### config.mk
export PLATFORM = sky130hd
export DESIGN_NAME = bip_top
export DESIGN_NICKNAME = d
export VERILOG_FILES = /design/src/rtl/bip_pkg.sv /design/src/rtl/bip_chan_latch.sv /design/src/rtl/bip_top.sv
export VERILOG_INCLUDE_DIRS = /design/src /design/src/rtl
export SDC_FILE = /design/constraint.sdc
export NUM_CORES = 1
export LEC_CHECK = 0
export BUFFER_PORTS_ARGS = -buffer_cell sky130_fd_sc_hd__buf_4
export CORE_MARGIN = 2
export CORE_UTILIZATION = 45
export CTS_CLUSTER_DIAMETER = 80
export DETAILED_ROUTE_END_ITERATION = 7
export PLACE_DENSITY = 0.75
export REMOVE_ABC_BUFFERS = 1
export SYNTH_ARGS = -nofsm -noshare
export SYNTH_HDL_FRONTEND = slang
export SYNTH_SLANG_ARGS = --single-unit
### constraint.sdc
create_clock -name sys_clk -period 2.2 [get_ports sys_clk]
set_input_delay 0.33 -clock sys_clk [delete_from_list [all_inputs] [get_ports sys_clk]]
set_output_delay 0.33 -clock sys_clk [all_outputs]
set_load 0.1 [all_outputs]
### src/rtl/bip_map.svh
// Address map, field positions and reset values of the block-level
// interrupt pending logic.
// Assumes an 8-bit register address space shared with the channel blocks.
`ifndef BIP_MAP_SVH
`define BIP_MAP_SVH

// ==========================================================
// Geometry
`define BIP_NCHAN          3
`define BIP_ADDR_W         8
`define BIP_DATA_W         8

// ==========================================================
// Block-level registers
`define BIP_GATE_ADDR      8'h20
`define BIP_PEND_ADDR      8'h21
`define BIP_GATE_RESET     8'h00
`define BIP_PEND_RESET     8'h00
`define BIP_UNMAPPED_DATA  8'h00

// ==========================================================
// Source-level status registers, one per channel
`define BIP_SRC_STAT_CH0   8'h02
`define BIP_SRC_STAT_CH1   8'h0a
`define BIP_SRC_STAT_CH2   8'h12

// ==========================================================
// Field positions in both block-level registers
`define BIP_FLD_CH0        0
`define BIP_FLD_CH1        1
`define BIP_FLD_CH2        2
`define BIP_FLD_RSVD_LO    3
`define BIP_FLD_RSVD_HI    7

`endif

### src/rtl/bip_pkg.sv
// Types shared by the block-level interrupt pending logic.
// Assumes bip_map.svh is on the include path.
`default_nettype none

`include "bip_map.svh"

package bip_pkg;

   // Register access request from the serial control interface decoder
   typedef struct packed {
      logic                     rd;
      logic                     wr;
      logic [`BIP_ADDR_W-1:0]   addr;
      logic [`BIP_DATA_W-1:0]   wdata;
   } bip_req_t;

   // Registered answer to a read
   typedef struct packed {
      logic                     valid;
      logic                     hit;
      logic [`BIP_DATA_W-1:0]   rdata;
   } bip_rsp_t;

   typedef logic [`BIP_NCHAN-1:0] bip_chan_t;

endpackage

`default_nettype wire

### src/rtl/bip_chan_latch.sv
// One channel's block-level pending bit.
// Assumes srcLevel comes from logic on sys_clk and drops one cycle
// after the source-level status register is read.
`timescale 1ns/100ps
`default_nettype none

module bip_chan_latch
(
   // Clock, reset, enable
   input  wire logic   sys_clk,
   input  wire logic   srst,
   input  wire logic   ce,
   // Channel inputs
   input  wire logic   srcLevel,
   input  wire logic   gateEn,
   input  wire logic   srcRead,
   // Pending bit
   output logic        pending
);

   logic pend_q;
   logic pend_d;
   logic blank_q;

   // ==========================================================
   // Pending latch
   // Blank hides the source level for the cycle in which the source
   // block is still clearing after the read.
   always_comb
   begin
      pend_d = pend_q;
      if (srcRead)
      begin
         pend_d = 1'b0;
      end
      else if (gateEn && srcLevel && !blank_q)
      begin
         pend_d = 1'b1;
      end
   end

   always_ff @(posedge sys_clk)
   begin
      if (srst)
      begin
         pend_q <= 1'b0;
      end
      else if (ce)
      begin
         pend_q <= pend_d;
      end
   end

   always_ff @(posedge sys_clk)
   begin
      if (srst)
      begin
         blank_q <= 1'b0;
      end
      else if (ce)
      begin
         blank_q <= srcRead;
      end
   end

   assign pending = pend_q;

endmodule

`default_nettype wire

### src/rtl/bip_top.sv
// Block-level interrupt gate and pending registers of a three-channel
// line interface. Reached over the register port of the serial control
// interface decoder; one sys_clk domain, synchronous reset.
// Assumes srcIrq comes from the channel blocks on sys_clk.
// Assumes each source block drops srcIrq within a cycle of the read of its
// status register; a level still high after the blank cycle sets the
// pending bit again, so no request is lost.
`timescale 1ns/100ps
`default_nettype none

`include "bip_map.svh"

module bip_top
#(
   parameter int NCHAN = `BIP_NCHAN
)
(
   // Clock, reset, enable
   input  wire logic                 sys_clk,
   input  wire logic                 srst,
   input  wire logic                 ce,
   // Register port
   input  wire bip_pkg::bip_req_t    regReq,
   output bip_pkg::bip_rsp_t         regRsp,
   // Channel source-level interrupt levels
   input  wire bip_pkg::bip_chan_t   srcIrq,
   // Block state to the rest of the device
   output bip_pkg::bip_chan_t        pendingOut,
   output bip_pkg::bip_chan_t        gateOut
);

   import bip_pkg::*;

   // ==========================================================
   // Address decode helpers
   // Source status address of a channel
   function automatic logic [`BIP_ADDR_W-1:0] srcStatAddr(input int ch);
      logic [`BIP_ADDR_W-1:0] a;
      a = `BIP_SRC_STAT_CH0;
      unique case (ch)
         0: a = `BIP_SRC_STAT_CH0;
         1: a = `BIP_SRC_STAT_CH1;
         2: a = `BIP_SRC_STAT_CH2;
         default: a = `BIP_SRC_STAT_CH0;
      endcase
      return a;
   endfunction

   // Read strobe at one address
   function automatic logic isRead(input bip_req_t r,
                                   input logic [`BIP_ADDR_W-1:0] a);
      return r.rd && (r.addr == a);
   endfunction

   // Write strobe at one address
   function automatic logic isWrite(input bip_req_t r,
                                    input logic [`BIP_ADDR_W-1:0] a);
      return r.wr && (r.addr == a);
   endfunction

   // Channel bits placed in a status byte
   function automatic logic [`BIP_DATA_W-1:0] packChan(input bip_chan_t c);
      logic [`BIP_DATA_W-1:0] v;
      v = `BIP_UNMAPPED_DATA;
      v[`BIP_FLD_CH0] = c[0];
      v[`BIP_FLD_CH1] = c[1];
      v[`BIP_FLD_CH2] = c[2];
      return v;
   endfunction

   // ==========================================================
   // Register decode, shared by the gate and the read answer
   // Writes to the status register and to unmapped addresses are ignored
   logic gateWr;
   logic gateRd;
   logic pendRd;

   always_comb
   begin
      gateWr = isWrite(regReq, `BIP_GATE_ADDR);
      gateRd = isRead(regReq, `BIP_GATE_ADDR);
      pendRd = isRead(regReq, `BIP_PEND_ADDR);
   end

   // ==========================================================
   // Gate register; only bits 2 to 0 are stored, reserved write bits drop
   bip_chan_t gate_q;
   bip_chan_t gate_d;

   always_comb
   begin
      gate_d = gate_q;
      if (gateWr)
      begin
         gate_d[0] = regReq.wdata[`BIP_FLD_CH0];
         gate_d[1] = regReq.wdata[`BIP_FLD_CH1];
         gate_d[2] = regReq.wdata[`BIP_FLD_CH2];
      end
   end

   always_ff @(posedge sys_clk)
   begin
      if (srst)
      begin
         gate_q <= bip_chan_t'(`BIP_GATE_RESET);
      end
      else if (ce)
      begin
         gate_q <= gate_d;
      end
   end

   // ==========================================================
   // Per-channel pending latches
   // A source read beats a set in the same cycle, since the source level
   // still shows the request that is being read out.
   bip_chan_t pend;
   bip_chan_t srcRd;

   genvar g;
   generate
      for (g = 0; g < NCHAN; g++)
      begin : gChan
         assign srcRd[g] = isRead(regReq, srcStatAddr(g));

         bip_chan_latch uLatch
         (
            .sys_clk  (sys_clk),
            .srst     (srst),
            .ce       (ce),
            .srcLevel (srcIrq[g]),
            .gateEn   (gate_q[g]),
            .srcRead  (srcRd[g]),
            .pending  (pend[g])
         );
      end
   endgenerate

   // ==========================================================
   // Pending status value; channel bits in place, reserved bits zero
   // The word is built from the latches, never from the pipelined copy
   logic [`BIP_DATA_W-1:0] pendWord;

   always_comb
   begin
      pendWord = `BIP_PEND_RESET;
      pendWord[`BIP_FLD_CH2] = pend[2];
      pendWord[`BIP_FLD_CH1] = pend[1];
      pendWord[`BIP_FLD_CH0] = pend[0];
   end

   // ==========================================================
   // Read answer, one cycle after the request
   // Unmapped reads still answer, with hit low and zero data, so that a
   // device-level mux can merge the answers of all blocks.
   bip_rsp_t rsp_q;
   bip_rsp_t rsp_d;

   always_comb
   begin
      rsp_d = '0;
      rsp_d.rdata = `BIP_UNMAPPED_DATA;
      if (regReq.rd)
      begin
         rsp_d.valid = 1'b1;
         if (pendRd)
         begin
            rsp_d.hit   = 1'b1;
            rsp_d.rdata = pendWord;
         end
         else if (gateRd)
         begin
            rsp_d.hit   = 1'b1;
            rsp_d.rdata = packChan(gate_q);
         end
      end
   end

   always_ff @(posedge sys_clk)
   begin
      if (srst)
      begin
         rsp_q <= '0;
      end
      else if (ce)
      begin
         rsp_q <= rsp_d;
      end
   end

   // ==========================================================
   // Registered state outputs
   // The copy of the pending bits lags the status register by one cycle;
   // gateOut comes straight from the gate register.
   bip_chan_t pendOut_q;

   always_ff @(posedge sys_clk)
   begin
      if (srst)
      begin
         pendOut_q <= '0;
      end
      else if (ce)
      begin
         pendOut_q <= pend;
      end
   end

   assign regRsp     = rsp_q;
   assign pendingOut = pendOut_q;
   assign gateOut    = gate_q;

endmodule

`default_nettype wire

==> flow_summary.ini <==
[cts]
clk_pin_slew_ps = 90
cts.sinks = 17
holdBufCountCts = 0
post-cts-setup-buffers = 0
clock_latency_ps = 280
cts-root-buf = clkbuf_4
clk_path_buf_depth = 2
cts_tree = built
htreeDepth = 1
cts-buffers-inserted = 3
ctsResizeCount = 0

[floorplanning]
io-pin-count = 40
fp.dieH_um = 46.8
rows = 15
core_um2 = 1730
dieWidth_um = 46.8
initial_core_util_pct = 47.8
dieArea_um2 = 2190

[place]
gp_congestion = 0.731
place_inst = 134
hpwl_mm = 1.27
port_buffers = 29

[sta]
final-hold-violation-count = 0
rsz0062_at_grt = false
finalCritPeriodShare_pct = 60.4
finalSetupTns_ps = 0
period_minus_slack_ps = 1330
clock.fmax_ghz = 0.752
setup_viol = 0
clock_skew_ps = 1.44
maxSlewViolCount = 0

[route]
viasPerCell = 4.93
drtIter0Drc = 5
wl_per_cell_um = 11.9
vias = 680
firstDrtPassIters = 4
routed_wl_mm = 1.65
ant_nets = 0
drc_errors = 0

[grt]
grt_pass1_vias = 550
grt_overflow = 0
grt_use_met2_pct = 23.3
busiest_layer = met1
antenna_found_initial = 0
gr-usage-met1_pct = 24.3
grt_use_total_pct = 16.5
grt_max_degree = 13
grt_pass1_wl_mm = 2.54
grt_use_met3_pct = 5.77

[logic_synthesis]
synth_most_common_cell = dfxtp_1
synthArstFlopShare_pct = 0
yosys-top-cells-count = 17 x dfxtp_1, 10 x nand2_1, 9 x buf_4, 7 x a21oi_1
ys_seq_elements = 17
syn_area_um2 = 825
yosysSeqAreaShare_pct = 41.3
postSynthCellCount = 89
synth_edf_count = 0
ys_types = 27
synth_top_area_cell = dfxtp_1
synth_top_area_share_pct = 41.3
synthTopCellsByArea = dfxtp_1 41%, buf_4 8.2%, mux2i_1 7.3%
synth-warning-count = 0
avgSynthCellArea_um2 = 9.26
synth_ff_type = dfxtp_1

[setup_path]
cp-end-kind = output pin
cp_num_buf_inv = 1
path_max_fanout = 4
crit_type = flop to output pin
crit_start = gateOut[0]$_SDFFE_PP0P_
worstPathCellList = buf_4
cp_top_family = flip-flops
reg2reg_to = regRsp[0]$_SDFFE_PP0P_
critical-path-max-stage-delay_ps = 400
cp-start-kind = flop
cpMaxStageDelayCell = dfxtp_1
cp.required_ps = 1870
r2r_cells = 3
r2r_start = gateOut[0]$_SDFFE_PP0P_
rrSetupSlack_ps = 1310
arrival_ps = 1000

[worst_hold_path]
hold_class = input port to flop
min_to = gChan[1].uLatch.pending$_SDFFE_PP0P_
min-delay-start = regReq[11]
hold_path_depth = 2

[power]
peakVddDrop_mv = 0.377
p_leak_nw = 0.472
powerDensity_nw_per_um2 = 557

[run]
timing.max_cap.violations = 0

[final_layout]
num_antenna_cells = 0
final_nets = 138
n_fill_cell = 177
synthToLayoutAreaGrowth_pct = 24.1
drive_above_1_share_pct = 34.5
fin_cells = 138

[status]
status = finished clean
[logic make-up after synthesis]
family | count (synthesis) | synth area share, %
and+or+nand+nor | 32 | 24.0
DFF | 17 | 41.3
buffers and inverters | 17 | 12.9
AOI/OAI and AO/OA | 13 | 10.0
muxes | 9 | 11.4
other | 1 | 0.455
[report_power, final]
| part | internal [mW] | total [mW] | switching (mW) |
|---|---|---|---|
| clock | 0.0704 | 0.160 | 0.0894 |
| sequential | 0.309 | 0.309 | 0.000496 |
| combinational | 0.0293 | 0.101 | 0.0717 |
| total | 0.408 | 0.570 | 0.162 |
[worst max path at each step]
stage	to	cells after the start
floorplan	regRsp[2]$_SDFFE_PP0P_	3
global placement	gateOut[2]$_SDFFE_PP0P_	4
detailed placement	gateOut[0]$_SDFFE_PP0P_	4
CTS	gateOut[0]	1
global route	gateOut[0]	1
finish	gateOut[0]	1
[layer usage]
layer / vias to the layer above / wire length (um)
met5: - / 0
met3: 2 / 110
met2: 20 / 763
met1: 313 / 763
met4: 0 / 10
li1: 345 / -
[layout make-up]
cell class	instances	area, um2	area share (%)
Sequential cell	17	340	33.3
Multi-Input combinational cell	59	393	38.4
Clock buffer	4	26.3	2.57
Inverter	4	15.0	1.47
Tap cell	25	31.3	3.06
Timing Repair Buffer	29	218	21.3
[state kept, by name (all words and copies together) (netlist names)]
register	flops
regRsp	5
gateOut	3
gChan.uLatch.pending	3
gChan.uLatch.blank_q	3
pendingOut	3
[through the flow]
stage / setup slack (ps) / total power [mW] / hold slack [ps] / cell area, um2 / util [%]
floorplan: 662 / 0.376 / 399 / 748 / -
global placement: 748 / 0.416 / 454 / 997 / 57.8
detailed placement: 741 / 0.417 / 457 / 997 / 57.8
CTS: 859 / 0.578 / 272 / 1020 / 59.3
global route: 815 / 0.598 / 267 / 1020 / 59.3
finish: 871 / 0.570 / 277 / 1020 / 59.3
[cells in the final DEF, fill, tap and decap left out, types with 2 or more instances in the layout]
master,count
a21oi_1,7
and3_1,3
and4b_1,2
buf_4,29
clkbuf_4,3
conb_1,5
dfxtp_1,17
inv_1,4
mux2_2,3
mux2i_1,6
nand2_1,10
nand4_1,4
nor2_1,6
o21ai_0,2
Power figures use the tool's default switching activity.
